### src/prs_pkg.sv
// package for the power resource sequencer
package prs_pkg;
    localparam int NRES = 8;
    localparam int TW   = 8;
    localparam int CW   = 4;
    // resource indices
    localparam int RES_CORE_BUCK_REGULATOR = 0;
    localparam int RES_CORE_LOW_DROPOUT_REGULATOR  = 1;
    localparam int RES_LOW_NOISE_LOW_DROPOUT_REGULATOR = 2;
    localparam int RES_XTAL  = 3;
    localparam int RES_PLL   = 4;
    localparam int RES_RADIO = 5;
    localparam int RES_CORE  = 6;
    localparam int RES_MISC  = 7;
    // register offsets
    localparam logic [7:0] OFF_MIN_MASK  = 8'h00;
    localparam logic [7:0] OFF_TIMER_REQ = 8'h04;
    localparam logic [7:0] OFF_STATUS    = 8'h08;
    localparam logic [7:0] OFF_PENDING   = 8'h0c;
    localparam logic [7:0] OFF_MODE      = 8'h10;
    localparam logic [7:0] OFF_CAL       = 8'h14;
    localparam logic [7:0] OFF_DLY_BASE  = 8'h40;
    localparam logic [7:0] OFF_DEP_BASE  = 8'h80;
    // reset values
    localparam logic [NRES-1:0] RST_MIN_MASK = 8'h07;
    localparam logic [TW-1:0]   RST_DELAY    = 8'h02;
    localparam logic [15:0]     RST_CAL_DIV  = 16'h02fb;
    // always-needed base set for core supplies
    localparam logic [NRES-1:0] CORE_SUPPLY_SET = 8'h07;
    // clock request to resource map, one set per request line
    localparam logic [NRES-1:0] CLK_MAP [CW] = '{8'h4f, 8'h5f, 8'h3f, 8'h47};
    typedef enum logic [1:0] {
        RS_DISABLED = 2'b00,
        RS_TRANS_ON = 2'b01,
        RS_ENABLED  = 2'b10,
        RS_TRANS_OFF= 2'b11
    } prs_state_type;
    typedef enum logic [2:0] {
        PM_OFF    = 3'b000,
        PM_ACTIVE = 3'b001,
        PM_DOZE   = 3'b010,
        PM_SAVE   = 3'b011,
        PM_DEEP   = 3'b100,
        PM_RESTORE= 3'b101
    } prs_mode_type;
endpackage

### src/prs_res_if.sv
// bundle between the sequencer core and one resource slice
`timescale 1ns/1ps
`default_nettype none
interface prs_res_if;
    logic                    tick;
    logic                    request;
    logic                    deps_ok;
    logic                    dependents_on;
    logic [prs_pkg::TW-1:0]  on_delay;
    logic [prs_pkg::TW-1:0]  off_delay;
    logic                    on_flag;
    logic                    trans_flag;
    prs_pkg::prs_state_type  state;
    modport slice (input tick, request, deps_ok, dependents_on, on_delay, off_delay,
                   output on_flag, trans_flag, state);
    modport core  (output tick, request, deps_ok, dependents_on, on_delay, off_delay,
                   input on_flag, trans_flag, state);
endinterface
`default_nettype wire

### src/prs_res_slice.sv
// one power resource: state flags and transition timer
`timescale 1ns/1ps
`default_nettype none
module prs_res_slice (
    // clock and reset
    input  wire logic clk,
    input  wire logic resetn,
    input  wire logic ce,
    // link to core
    prs_res_if.slice  rif
);
    logic [prs_pkg::TW-1:0] timer_q;
    logic                   on_q;
    logic                   pend_q;
    logic                   start_on;
    logic                   start_off;

    assign start_on  = !on_q && !pend_q && rif.request && rif.deps_ok;
    assign start_off = on_q && !pend_q && !rif.request && !rif.dependents_on;

    always_ff @(posedge clk) begin
        if (!resetn) begin
            timer_q <= '0;
            on_q    <= 1'b0;
            pend_q  <= 1'b0;
        end else if (ce && rif.tick) begin
            if (pend_q) begin
                timer_q <= timer_q - 1'b1;
                if (timer_q == 8'h01) begin
                    pend_q <= 1'b0;
                    on_q   <= !on_q;
                end
            end else if (start_on) begin
                if (rif.on_delay == '0) begin
                    on_q <= 1'b1;
                end else begin
                    timer_q <= rif.on_delay;
                    pend_q  <= 1'b1;
                end
            end else if (start_off) begin
                if (rif.off_delay == '0) begin
                    on_q <= 1'b0;
                end else begin
                    timer_q <= rif.off_delay;
                    pend_q  <= 1'b1;
                end
            end
        end
    end

    assign rif.on_flag    = on_q;
    assign rif.trans_flag = pend_q;
    always_comb begin
        case ({pend_q, on_q})
            2'b00:   rif.state = prs_pkg::RS_DISABLED;
            2'b01:   rif.state = prs_pkg::RS_ENABLED;
            2'b10:   rif.state = prs_pkg::RS_TRANS_ON;
            default: rif.state = prs_pkg::RS_TRANS_OFF;
        endcase
    end

    a_timer_zero_settled: assert property (@(posedge clk) disable iff (!resetn)
        (pend_q == (timer_q != '0))) else $error("timer nonzero while settled");
    a_expiry_flips_on: assert property (@(posedge clk) disable iff (!resetn)
        (ce && rif.tick && pend_q && timer_q == 8'h01) |=> (on_q != $past(on_q) && !pend_q))
        else $error("expiry did not flip state");
    a_tick_decrements: assert property (@(posedge clk) disable iff (!resetn)
        (ce && rif.tick && timer_q > 8'h01) |=> (timer_q == $past(timer_q) - 8'h01))
        else $error("timer did not decrement");
    a_no_tick_hold: assert property (@(posedge clk) disable iff (!resetn)
        !(ce && rif.tick) |=> $stable(timer_q) && $stable(on_q))
        else $error("state moved without tick");
endmodule
`default_nettype wire

### src/prs_sequencer.sv
// power resource sequencer top with mode control and register port
`timescale 1ns/1ps
`default_nettype none
// Functional notes
// - each resource in one of four states
// - timer zero when settled, nonzero transitioning
// - load enable or disable delay on decision
// - decrement nonzero timers each low-power tick
// - expiry completes transition to enabled/disabled
// - zero delay switches resource immediately
// - expiry clears transition flag, inverts on flag
// - request from clocks, minimum mask, timers
// - map clock requests to resource sets
// - recompute required set every tick
// - compare required set against status
// - disable unrequested resource without powered dependents
// - enable requested resource with dependencies on
// - regulators all off only on pin low
// - core supplies on when resets deasserted
// - doze stops oscillator, keeps low-power clock
// - save core state before deep sleep
// - restore core state on wake
// - shutdown tristates outputs, gates inputs
// - power-up after shutdown keeps no state
// - calibrate sequencer timer against crystal clock
// - pin high enables, low holds reset
module prs_sequencer (
    // clock, reset, enable
    input  wire logic                       clk,
    input  wire logic                       resetn,
    input  wire logic                       ce,
    // host pin and low-power clock (sampled)
    input  wire logic                       wlan_power_enable_pin,
    input  wire logic                       low_power_clock,
    // requests and wake events
    input  wire logic [prs_pkg::CW-1:0]     clk_req,
    input  wire logic                       doze_req,
    input  wire logic                       deep_sleep_req,
    input  wire logic                       wake_ext_irq,
    input  wire logic                       wake_host_resume,
    input  wire logic                       xtal_ref_tick,
    // register port
    input  wire logic [7:0]                 reg_addr,
    input  wire logic [31:0]                reg_wdata,
    input  wire logic                       reg_wr,
    input  wire logic                       reg_rd,
    output logic      [31:0]                reg_rdata,
    // power and control outputs
    output logic      [prs_pkg::NRES-1:0]   resource_enable,
    output logic                            wlan_reset_n,
    output logic                            osc_enable,
    output logic                            retention_save,
    output logic                            retention_restore,
    output logic                            io_oe_n,
    output logic                            input_enable
);
    logic [prs_pkg::NRES-1:0] min_mask_q;
    logic [prs_pkg::NRES-1:0] timer_req_q;
    logic [prs_pkg::NRES-1:0] dep_q [prs_pkg::NRES];
    logic [prs_pkg::TW-1:0]   on_dly_q [prs_pkg::NRES];
    logic [prs_pkg::TW-1:0]   off_dly_q [prs_pkg::NRES];
    logic [15:0]              cal_div_q;
    logic [15:0]              cal_cnt_q;
    logic                     lpo_q;
    logic                     tick;
    logic                     cal_tick;
    logic [prs_pkg::NRES-1:0] on_vec;
    logic [prs_pkg::NRES-1:0] pend_vec;
    logic [prs_pkg::NRES-1:0] req_set;
    logic [prs_pkg::NRES-1:0] clk_set;
    logic [prs_pkg::NRES-1:0] reg_off;
    prs_pkg::prs_mode_type    mode_q;
    logic [1:0]               state_vec [prs_pkg::NRES];

    prs_res_if rif [prs_pkg::NRES] ();

    // low-power clock edge gives the sequencer tick
    always_ff @(posedge clk) begin
        if (!resetn) begin
            lpo_q <= 1'b0;
        end else if (ce) begin
            lpo_q <= low_power_clock;
        end
    end
    // calibrated extra tick from crystal reference, ORed with the low-power clock tick whenever the divider is nonzero
    always_ff @(posedge clk) begin
        if (!resetn) begin
            cal_cnt_q <= '0;
        end else if (ce && xtal_ref_tick) begin
            if (cal_cnt_q >= cal_div_q) begin
                cal_cnt_q <= '0;
            end else begin
                cal_cnt_q <= cal_cnt_q + 16'h0001;
            end
        end
    end
    assign cal_tick = xtal_ref_tick && (cal_cnt_q >= cal_div_q) && (cal_div_q != '0);
    assign tick = (low_power_clock && !lpo_q) || cal_tick;

    // requested set: clocks, minimum mask, request timers
    always_comb begin
        clk_set = '0;
        for (int i = 0; i < prs_pkg::CW; i++) begin
            if (clk_req[i] && mode_q == prs_pkg::PM_ACTIVE) begin
                clk_set = clk_set | prs_pkg::CLK_MAP[i];
            end
        end
    end
    always_comb begin
        // pin low forces every resource down; otherwise core supplies stay up
        if (!wlan_power_enable_pin) begin
            req_set = '0;
        end else begin
            req_set = clk_set | min_mask_q | timer_req_q | prs_pkg::CORE_SUPPLY_SET;
            if (mode_q == prs_pkg::PM_DOZE || mode_q == prs_pkg::PM_DEEP) begin
                req_set[prs_pkg::RES_XTAL] = 1'b0;
                req_set[prs_pkg::RES_PLL]  = 1'b0;
            end
            if (mode_q == prs_pkg::PM_DEEP) begin
                req_set[prs_pkg::RES_CORE] = 1'b0;
            end
            // restore waits for the core resource, so it must be asked for here
            if (mode_q == prs_pkg::PM_RESTORE) begin
                req_set[prs_pkg::RES_CORE] = 1'b1;
            end
        end
    end

    genvar g;
    generate
        for (g = 0; g < prs_pkg::NRES; g++) begin : gen_res
            logic [prs_pkg::NRES-1:0] dependents;
            for (genvar k = 0; k < prs_pkg::NRES; k++) begin : gen_dep
                assign dependents[k] = dep_q[k][g] && on_vec[k];
            end
            assign rif[g].tick          = tick;
            assign rif[g].request       = req_set[g];
            assign rif[g].deps_ok       = (dep_q[g] & ~on_vec) == '0;
            assign rif[g].dependents_on = |dependents;
            assign rif[g].on_delay      = on_dly_q[g];
            assign rif[g].off_delay     = off_dly_q[g];
            assign on_vec[g]            = rif[g].on_flag;
            assign pend_vec[g]          = rif[g].trans_flag;
            assign state_vec[g]         = rif[g].state;
            prs_res_slice u_slice (
                .clk    (clk),
                .resetn (resetn),
                .ce     (ce),
                .rif    (rif[g])
            );
        end
    endgenerate

    // power mode sequencing
    always_ff @(posedge clk) begin
        if (!resetn) begin
            mode_q <= prs_pkg::PM_OFF;
        end else if (ce) begin
            case (mode_q)
                prs_pkg::PM_OFF: begin
                    if (wlan_power_enable_pin) begin
                        mode_q <= prs_pkg::PM_ACTIVE;
                    end
                end
                prs_pkg::PM_ACTIVE: begin
                    if (!wlan_power_enable_pin) begin
                        mode_q <= prs_pkg::PM_OFF;
                    end else if (deep_sleep_req) begin
                        mode_q <= prs_pkg::PM_SAVE;
                    end else if (doze_req) begin
                        mode_q <= prs_pkg::PM_DOZE;
                    end
                end
                prs_pkg::PM_DOZE: begin
                    if (!wlan_power_enable_pin) begin
                        mode_q <= prs_pkg::PM_OFF;
                    end else if (!doze_req || wake_ext_irq || wake_host_resume || timer_req_q != '0) begin
                        mode_q <= prs_pkg::PM_ACTIVE;
                    end
                end
                prs_pkg::PM_SAVE: begin
                    mode_q <= prs_pkg::PM_DEEP;
                end
                prs_pkg::PM_DEEP: begin
                    if (!wlan_power_enable_pin) begin
                        mode_q <= prs_pkg::PM_OFF;
                    end else if (wake_ext_irq || wake_host_resume || timer_req_q != '0) begin
                        mode_q <= prs_pkg::PM_RESTORE;
                    end
                end
                prs_pkg::PM_RESTORE: begin
                    if (on_vec[prs_pkg::RES_CORE]) begin
                        mode_q <= prs_pkg::PM_ACTIVE;
                    end
                end
                default: mode_q <= prs_pkg::PM_OFF;
            endcase
        end
    end

    // registers
    always_ff @(posedge clk) begin
        if (!resetn || (ce && mode_q == prs_pkg::PM_OFF && !wlan_power_enable_pin)) begin
            min_mask_q  <= prs_pkg::RST_MIN_MASK;
            timer_req_q <= '0;
            cal_div_q   <= prs_pkg::RST_CAL_DIV;
            for (int i = 0; i < prs_pkg::NRES; i++) begin
                on_dly_q[i]  <= prs_pkg::RST_DELAY;
                off_dly_q[i] <= prs_pkg::RST_DELAY;
                dep_q[i]     <= (i > prs_pkg::RES_LOW_NOISE_LOW_DROPOUT_REGULATOR) ? 8'h01 : 8'h00;
            end
        end else if (ce && reg_wr) begin
            case (reg_addr)
                prs_pkg::OFF_MIN_MASK:  min_mask_q  <= reg_wdata[prs_pkg::NRES-1:0];
                prs_pkg::OFF_TIMER_REQ: timer_req_q <= reg_wdata[prs_pkg::NRES-1:0];
                prs_pkg::OFF_CAL:       cal_div_q   <= reg_wdata[15:0];
                default: begin
                    for (int i = 0; i < prs_pkg::NRES; i++) begin
                        if (reg_addr == prs_pkg::OFF_DLY_BASE + 8'(4 * i)) begin
                            on_dly_q[i]  <= reg_wdata[7:0];
                            off_dly_q[i] <= reg_wdata[15:8];
                        end
                        if (reg_addr == prs_pkg::OFF_DEP_BASE + 8'(4 * i)) begin
                            dep_q[i] <= reg_wdata[prs_pkg::NRES-1:0];
                        end
                    end
                end
            endcase
        end
    end

    always_ff @(posedge clk) begin
        if (!resetn) begin
            reg_rdata <= '0;
        end else if (ce) begin
            reg_rdata <= '0;
            if (reg_rd) begin
                case (reg_addr)
                    prs_pkg::OFF_MIN_MASK:  reg_rdata <= {24'h0, min_mask_q};
                    prs_pkg::OFF_TIMER_REQ: reg_rdata <= {24'h0, timer_req_q};
                    prs_pkg::OFF_STATUS:    reg_rdata <= {24'h0, on_vec};
                    prs_pkg::OFF_PENDING:   reg_rdata <= {24'h0, pend_vec};
                    prs_pkg::OFF_MODE:      reg_rdata <= {29'h0, mode_q};
                    prs_pkg::OFF_CAL:       reg_rdata <= {16'h0, cal_div_q};
                    default: begin
                        for (int i = 0; i < prs_pkg::NRES; i++) begin
                            if (reg_addr == prs_pkg::OFF_DLY_BASE + 8'(4 * i)) begin
                                reg_rdata <= {16'h0, off_dly_q[i], on_dly_q[i]};
                            end
                            if (reg_addr == prs_pkg::OFF_DEP_BASE + 8'(4 * i)) begin
                                reg_rdata <= {22'h0, state_vec[i], dep_q[i]};
                            end
                        end
                    end
                endcase
            end
        end
    end

    // outputs
    assign reg_off = '0;
    always_ff @(posedge clk) begin
        if (!resetn) begin
            resource_enable   <= '0;
            wlan_reset_n      <= 1'b0;
            osc_enable        <= 1'b0;
            retention_save    <= 1'b0;
            retention_restore <= 1'b0;
            io_oe_n           <= 1'b1;
            input_enable      <= 1'b0;
        end else if (ce) begin
            resource_enable   <= wlan_power_enable_pin ? on_vec : reg_off;
            wlan_reset_n      <= wlan_power_enable_pin && mode_q != prs_pkg::PM_OFF;
            osc_enable        <= on_vec[prs_pkg::RES_XTAL]
                                 && mode_q != prs_pkg::PM_DOZE;
            retention_save    <= mode_q == prs_pkg::PM_SAVE;
            retention_restore <= mode_q == prs_pkg::PM_RESTORE;
            io_oe_n           <= mode_q == prs_pkg::PM_OFF;
            input_enable      <= mode_q != prs_pkg::PM_OFF;
        end
    end

    a_pin_low_off: assert property (@(posedge clk) disable iff (!resetn)
        (ce && !wlan_power_enable_pin) |=> (resource_enable == '0 && !wlan_reset_n))
        else $error("regulators on with pin low");
    a_save_before_deep: assert property (@(posedge clk) disable iff (!resetn)
        (ce && mode_q == prs_pkg::PM_DEEP && $past(mode_q) != prs_pkg::PM_DEEP)
        |-> $past(mode_q) == prs_pkg::PM_SAVE) else $error("deep sleep without save");
    a_doze_osc_off: assert property (@(posedge clk) disable iff (!resetn)
        (ce && mode_q == prs_pkg::PM_DOZE) |=> !osc_enable)
        else $error("oscillator running in doze");
    a_shutdown_tristate: assert property (@(posedge clk) disable iff (!resetn)
        (ce && mode_q == prs_pkg::PM_OFF) |=> (io_oe_n && !input_enable))
        else $error("outputs driven in shutdown");
endmodule
`default_nettype wire

### config.mk
export PLATFORM = sky130hd
export DESIGN_NAME = prs_sequencer
export DESIGN_NICKNAME = d
export VERILOG_FILES = /design/src/prs_pkg.sv /design/src/prs_res_if.sv /design/src/prs_res_slice.sv /design/src/prs_sequencer.sv
export SDC_FILE = /design/constraint.sdc
export NUM_CORES = 1
export LEC_CHECK = 0
export BUFFER_PORTS_ARGS = -buffer_cell sky130_fd_sc_hd__buf_2
export CELL_PAD_IN_SITES_DETAIL_PLACEMENT = 1
export CELL_PAD_IN_SITES_GLOBAL_PLACEMENT = 1
export CORE_UTILIZATION = 41
export DETAILED_ROUTE_END_ITERATION = 8
export PLACE_DENSITY_LB_ADDON = 0.1
export SLEW_MARGIN = 20
export SYNTH_ARGS = -nofsm -noshare
export SYNTH_HDL_FRONTEND = slang
export SYNTH_SLANG_ARGS = --single-unit
### constraint.sdc
create_clock -name clk -period 2.65 [get_ports clk]
set_clock_uncertainty 0.05 [all_clocks]
set_input_delay 0.1325 -clock clk [delete_from_list [all_inputs] [get_ports clk]]
set_output_delay 0.1325 -clock clk [all_outputs]
set_load 0.03 [all_outputs]
==> qor.csv, run 1 <==
stage,metric,value,unit
run_status,status,"finished, violations left",
run_status,failing checks,setup timing,
sta,Slew HR,0.4362,
synth,synth top area cells,"edfxtp_1 (30%), dfxtp_1 (17%), nor2_1 (5.7%)",
synth,#FFs+latches synth,354,
finish,# fillers,5273,
drt,drt via density,6.380,
drt,vias after detailed routing,20080,
synth,cells after synthesis,2120,
finish,final net count,2593,
clock_network,Clock Latency Late Sink,600,ps
global_route,largest net degree at the start of global routing,50,
worst_setup_path,crit-path max FO,6,
floorplanning,Die Height,219.3,µm
finish,layout cell share with drive strength beyond 1,0.2639,
sta,endpoints failing setup,74,
synth,share of the synthesized area in the top cell type,0.2977,
placed_design,Post-DP Area,22740,µm²
floorplanning,DIE WIDTH,219.3,µm
clock_network,CTS root buf,clkbuf_16,
worst_setup_path,Critical Path End Type,register,
sta,maximum operating frequency,0.3445,GHz
finish,Final Non-Filler Cells,3147,
job,max-cap violations,0,
sta,setup TNS,-9598,ps
worst_setup_path,CP Class,register to register,
power,Leakage,0.009803,µW
drt,# DRC,0,
synth,Post-synth EDFFs,192,
placed_design,Cell Count Post-Placement,3017,
drt,drt wl/cell,30.26,µm
finish,Final Util,0.5478,
synth,YS warnings,0,
finish,P&R area growth vs syn,31.71,%
global_route,initial antenna violation count,2,
sta,fin. max-slew vios,0,
sta,RSZ-0062 raised after global routing,yes,
synth,Yosys top cell by area,edfxtp_1,
sta,Setup WS post-layout,-252.5,ps
worst_setup_path,Startpoint Class,register,
drt,1st-iter DRT viols,2015,
worst_setup_path,CP Data Arrival Time,3370,ps
drt,Total Routed Length,95.24,mm
global_route,vias in the first global route,19750,
clock_network,clock-pin transition on the worst setup and hold timing paths,60,ps
placed_design,I/O Buffers,69,
clock_network,Clock Sinks,354,
placed_design,DP Wirelength,70.80,mm
finish,Finished Cell Area,25500,µm²
synth,main flop type after synthesis,edfxtp_1,
global_route,first-pass GRT wire length,135.2,mm
clock_network,Clock H-tree levels,2,
synth,"top cells by count, synth","nor2_1 (294), nand2_1 (213), edfxtp_1 (192)",
synth,"Distinct cells, synth",99,
global_route,grt ovf,0,
worst_setup_path,Worst Path Required,3120,ps
power,Peak VDD IR,568.2,µV
drt,drt pass-1 iters,6,
clock_network,CTS tree,yes,
clock_network,Num CTS Buffers,44,
synth,dominant cell by count in the synthesized netlist,nor2_1,
synth,register area share after synthesis,0.4652,
global_route,gr usage total,0.3915,
sta,Fin. Hold Viols,0,
synth,ys async rst share,0,
floorplanning,Core Area,46560,µm²
floorplanning,die area,48100,µm²
synth,Post-Syn Area,19360,µm²
sta,post-route minimum period,2902,ps
placed_design,Routability Congestion,1.053,
sta,Worst Tran Pin Value,845.7,ps
drt,Post-DRT Antenna Nets,0,
power,power per cell area,550.3,nW/µm²
floorplanning,row cnt,79,
floorplanning,num ports,102,
synth,mean post-synth cell area,9.134,µm²
floorplanning,initial core utilization,0.4159,
min_path,Hold WC Path Type,input port to register,
sta,period utilization,1.095,
clock_network,Longest Clk Path Bufs,3,
-- cell usage in the layout, fill, tap and decap left out, drive strengths merged, types with 19 or more instances in the layout --
cell         synthesis  final
buf                 82    442
nor2               301    301
nand2              213    213
edfxtp             192    192
dfxtp              162    162
a21oi              138    138
nand3               98     98
o21ai               88     88
inv                 78     81
mux2i               70     70
a22oi               63     63
clkbuf              62     62
nor4                48     48
nor3                41     41
ha                  33     33
nor2b               32     32
o22ai               29     29
or3                 29     29
a31oi               28     28
a222oi              27     27
dlygate4sd3          0     24
and3                19     19
a211oi              19     19
-- critical path: stages, from the launching register on --
cell and delay, ps:
dfxtp_2 340, inv_2 50, ha_4 260, nand4_1 220, buf_4 230, o41ai_4 360, a32o_2 260, buf_12 120
buf_12 140, nand3_4 110, buf_12 170, or3_4 340, a31oi_4 160
-- per-stage QoR --
stage | setup WS (ps) | hold slack, ps | total power [µW]
after floorplan | -117.9 | 206.5 | 6791
after global placement | -472.0 | 332.9 | 7548
after detailed placement | -404.0 | 341.9 | 7568
after CTS | -154.5 | 5.114 | 14010
after global routing | -336.3 | 34.02 | 14340
final | -252.5 | 35.21 | 14030
-- final timing paths --
kind / from / endpoint / slack [ps] / cells after the start
setup / recovery: cal_div_q[14]$_SDFFE_PP0P_ / gen_res[7].u_slice.timer_q[4]$_SDFFE_PN0P_ / -250 / 12
hold / removal: wlan_power_enable_pin / resource_enable[7]$_SDFFE_PN0P_ / 40 / 4
setup reg to reg: cal_div_q[14]$_SDFFE_PP0P_ / gen_res[7].u_slice.timer_q[4]$_SDFFE_PN0P_ / -250 / 12
hold reg to reg: gen_res[4].u_slice.timer_q[6]$_SDFFE_PN0P_ / gen_res[4].u_slice.timer_q[6]$_SDFFE_PN0P_ / 410 / 2
-- sequential cells by signal, indices dropped and copies added (netlist names), 3 cells and up --
register	cells
cal_cnt_q	16
min_mask_q	8
dep_q	64
cal_div_q	16
gen_res.u_slice.rif.on_flag	8
off_dly_q	64
on_dly_q	64
timer_req_q	8
gen_res.u_slice.timer_q	64
resource_enable	8
gen_res.u_slice.rif.trans_flag	8
mode_q	3
reg_rdata	16
-- power by group --
part / internal [µW] / leakage (µW) / switching, µW / total (µW)
logic: 465 / 0.00580 / 866 / 1330
registers: 6010 / 0.00327 / 271 / 6280
clock network: 3820 / 0.000739 / 2600 / 6420
-- cells by family (layout without fill, tap and decap cells) --
group | count (synthesis) | after routing | share of synthesized area
and+or+nand+nor | 863 | 863 | 0.2133
other | 1 | 17 | 0.0001937
DFF | 354 | 354 | 0.4652
adders and majority gates | 33 | 33 | 0.02132
AOI/OAI and AO/OA | 541 | 541 | 0.1922
buffers and inverters | 224 | 628 | 0.05389
muxes | 88 | 88 | 0.04665
xor gates and xnor gates | 16 | 16 | 0.007236
-- repair_timing --
action	in CTS	in global routing
gates cloned	2	1
hold endpoints to repair	25	0
setup buffers	16	7
hold buffers	24	0
resized for setup	77	76
pin swaps	33	46
setup endpoints to repair	77	80
-- final cells by class --
cell class                 instances  area (µm²)  share of cell area
clock inverter                    20       250.2            0.009812
timing repair buffer             467        3880              0.1521
clock buffer                      61        1257             0.04930
tap                              607       759.5             0.02978
antenna                            1       2.502          0.00009812
inverter                          80       300.3             0.01177
sequential                       354        9022              0.3538
multi-input combinational       1557       10030              0.3933
-- layer usage --
| metal | global-route usage | wire (µm) | part of all wire | vias up |
|---|---|---|---|---|
| li1 | - | - | - | 8668 |
| met1 | 0.5030 | 38150 | 0.40 | 10110 |
| met4 | 0.1873 | 5392 | 0.057 | 0 |
| met2 | 0.6134 | 42840 | 0.45 | 1023 |
| met5 | 0 | 0 | 0 | - |
| met3 | 0.09841 | 8856 | 0.093 | 273 |
No activity file was read; power rests on OpenSTA's default activity.
==> run 2, diff against run 1 <==
Settings changed: GPL_TIMING_DRIVEN set to 0.
==> qor.csv, run 2 (synthesis results as in run 1) <==
stage,metric,value,unit,change
sta,endpoints failing setup,79,,was 74
clock_network,clock-pin transition on the worst setup and hold timing paths,60,ps,about the same
sta,Slew HR,0.1590,,was 0.4362
floorplanning,Die Height,219.3,µm,unchanged
sta,Worst Tran Pin Value,1261,ps,was 845.7 ps
placed_design,Cell Count Post-Placement,2812,,was 3017
drt,drt wl/cell,34.44,µm,was 30.26 µm
global_route,gr usage total,0.4191,,was 0.3915
drt,Post-DRT Antenna Nets,0,,unchanged
global_route,initial antenna violation count,4,,was 2
floorplanning,num ports,102,,unchanged
global_route,vias in the first global route,19120,,was 19750
job,max-cap violations,0,,unchanged
worst_setup_path,Crit path max-delay family,compound AO/OA/AOI/OAI gates,,unchanged
worst_setup_path,Worst Path Required,3080,ps,was 3120 ps
global_route,largest net degree at the start of global routing,17,,was 50
clock_network,CTS root buf,clkbuf_16,,unchanged
drt,drt pass-1 iters,8,,was 6
sta,post-route minimum period,2844,ps,was 2902 ps
drt,Total Routed Length,103.3,mm,was 95.24 mm
floorplanning,initial core utilization,0.4159,,unchanged
floorplanning,DIE WIDTH,219.3,µm,unchanged
power,Leakage,0.009042,µW,was 0.009803 µW
clock_network,Longest Clk Path Bufs,3,,unchanged
sta,period utilization,1.073,,was 1.095
drt,vias after detailed routing,20200,,was 20080
floorplanning,die area,48100,µm²,unchanged
sta,fin. max-slew vios,0,,unchanged
clock_network,Clock H-tree levels,2,,unchanged
sta,Fin. Hold Viols,0,,unchanged
worst_setup_path,critical path's slowest cell,dfxtp_4,,was o41ai_4
clock_network,CTS tree,yes,,unchanged
global_route,first-pass GRT wire length,141.0,mm,was 135.2 mm
worst_setup_path,most frequent CP cell,buf_4,,was buf_12
global_route,grt ovf,0,,unchanged
sta,Setup WS post-layout,-193.9,ps,was -252.5 ps
placed_design,Routability Congestion,1.030,,was 1.053
worst_setup_path,"Cell Chain, Critical Path",inv_4 -> ha_4 -> nand4_1 -> buf_4 -> o41ai_4 -> a32o_4 -> buf_12 -> buf_4 -> nand3_4 -> or3_1 -> a31oi_1,,was inv_2 -> ha_4 -> nand4_1 -> buf_4 -> o41ai_4 -> a32o_2 -> buf_12 -> buf_12 -> nand3_4 -> buf_12 -> or3_4 -> a31oi_4
run_status,failing checks,setup timing,,unchanged
worst_setup_path,CP Class,register to register,,unchanged
clock_network,Clock Sinks,354,,unchanged
finish,P&R area growth vs syn,27.76,%,was 31.71%
finish,Final Non-Filler Cells,3000,,was 3147
sta,setup TNS,-7674,ps,was -9598 ps
sta,RSZ-0062 raised after global routing,yes,,unchanged
placed_design,DP Wirelength,73.48,mm,was 70.80 mm
finish,# fillers,5187,,was 5273
finish,most frequent cells in the layout,"nor2_1 (286), edfxtp_1 (192), nand2_1 (186)",,"was buf_4 (325), nor2_1 (292), nand2_1 (211)"
worst_setup_path,max incr delay on CP,380,ps,was 360 ps
drt,1st-iter DRT viols,2438,,was 2015
finish,"commonest non-fill, non-tap cell in the layout",nor2_1,,was buf_4
worst_setup_path,Critical Path End Type,register,,unchanged
run_status,status,"finished, violations left",,unchanged
placed_design,I/O Buffers,64,,was 69
drt,drt via density,6.735,,was 6.380
clock_network,Num CTS Buffers,42,,was 44
finish,area occupied by registers,9092,µm²,was 9022 µm²
min_path,Hold WC Path Type,input port to register,,unchanged
worst_setup_path,crit-path max FO,7,,was 6
finish,final net count,2442,,was 2593
finish,layout cell share with drive strength beyond 1,0.2522,,was 0.2639
finish,area occupied by multi-input gates,10720,µm²,was 10030 µm²
floorplanning,row cnt,79,,unchanged
floorplanning,Core Area,46560,µm²,unchanged
power,Peak VDD IR,489.9,µV,was 568.2 µV
worst_setup_path,Startpoint Class,register,,unchanged
power,power per cell area,552.5,nW/µm²,was 550.3 nW/µm²
drt,# DRC,0,,unchanged
worst_setup_path,CP Data Arrival Time,3270,ps,was 3370 ps
clock_network,Clock Latency Late Sink,590,ps,was 600 ps
sta,maximum operating frequency,0.3516,GHz,was 0.3445 GHz
worst_setup_path,CP bufs+invs,4,,was 5
[run 2: final cells by class]
cell class                 instances  share of cell area
inverter                          80             0.01305
clock buffer                      58             0.05032
multi-input combinational       1558              0.4331
buffer                           140             0.03864
timing repair buffer             177             0.05952
tap                              607             0.03070
clock inverter                    20            0.006524
antenna                            6           0.0006069
sequential                       354              0.3675
[run 2: per-layer routing]
metal  wire length (µm)  part of all wire  up-vias  track usage
met5                 23           0.00022        -            0
met4               6748             0.065        4       0.2169
met3              10670              0.10      305      0.08787
met2              44470              0.43     1196       0.6266
met1              41390              0.40    10290       0.5683
li1                   -                 -     8405            -
[run 2: tightest hold or removal path, cell delays in order]
cell and delay [ps]:
buf_2 180, inv_1 140, or3_1 130, a21oi_1 60
[run 2: where the power goes]
| group | internal, µW | leakage [µW] | switching [µW] |
|---|---|---|---|
| clock | 3490 | 0.000681 | 2550 |
| combinational | 380 | 0.00508 | 942 |
| sequential | 5990 | 0.00328 | 316 |
| total | 9860 | 0.00904 | 3810 |
[run 2: repair_timing]
action | in CTS | in global routing
endpoints found under the setup margin | 474 | 352
pin swaps | 52 | 59
hold buffers | 23 | 0
gates cloned | 6 | 4
buffers inserted | 45 | 34
endpoints found under the hold margin | 32 | 0
gates resized for setup | 257 | 171
[run 2: path summary, 6_finish.rpt]
path | start | cells after the start | end | slack [ps]
worst min-delay path | ce | 4 | wlan_reset_n$_SDFFE_PN0P_ | 60
worst max register to register | cal_div_q[13]$_SDFFE_PP0P_ | 11 | gen_res[5].u_slice.timer_q[2]$_SDFFE_PN0P_ | -190
worst max-delay path | cal_div_q[13]$_SDFFE_PP0P_ | 11 | gen_res[5].u_slice.timer_q[2]$_SDFFE_PN0P_ | -190
worst min register to register | wlan_reset_n$_SDFFE_PN0P_ | 2 | wlan_reset_n$_SDFFE_PN0P_ | 410
[run 2: stage by stage]
step / hold slack [ps] / total power (µW) / util / setup WS [ps] / instance area, µm²
CTS: 26.29 / 13540 / 0.5098 / -120.1 / 23730
detailed placement: 338.2 / 7465 / 0.4429 / -1655 / 20620
finish: 58.01 / 13670 / 0.5314 / -193.9 / 24740
floorplan: 206.5 / 6791 / - / -117.9 / 19420
global placement: 332.6 / 7429 / 0.4404 / -1767 / 20500
global route: 85.79 / 13890 / 0.5311 / -236.7 / 24730
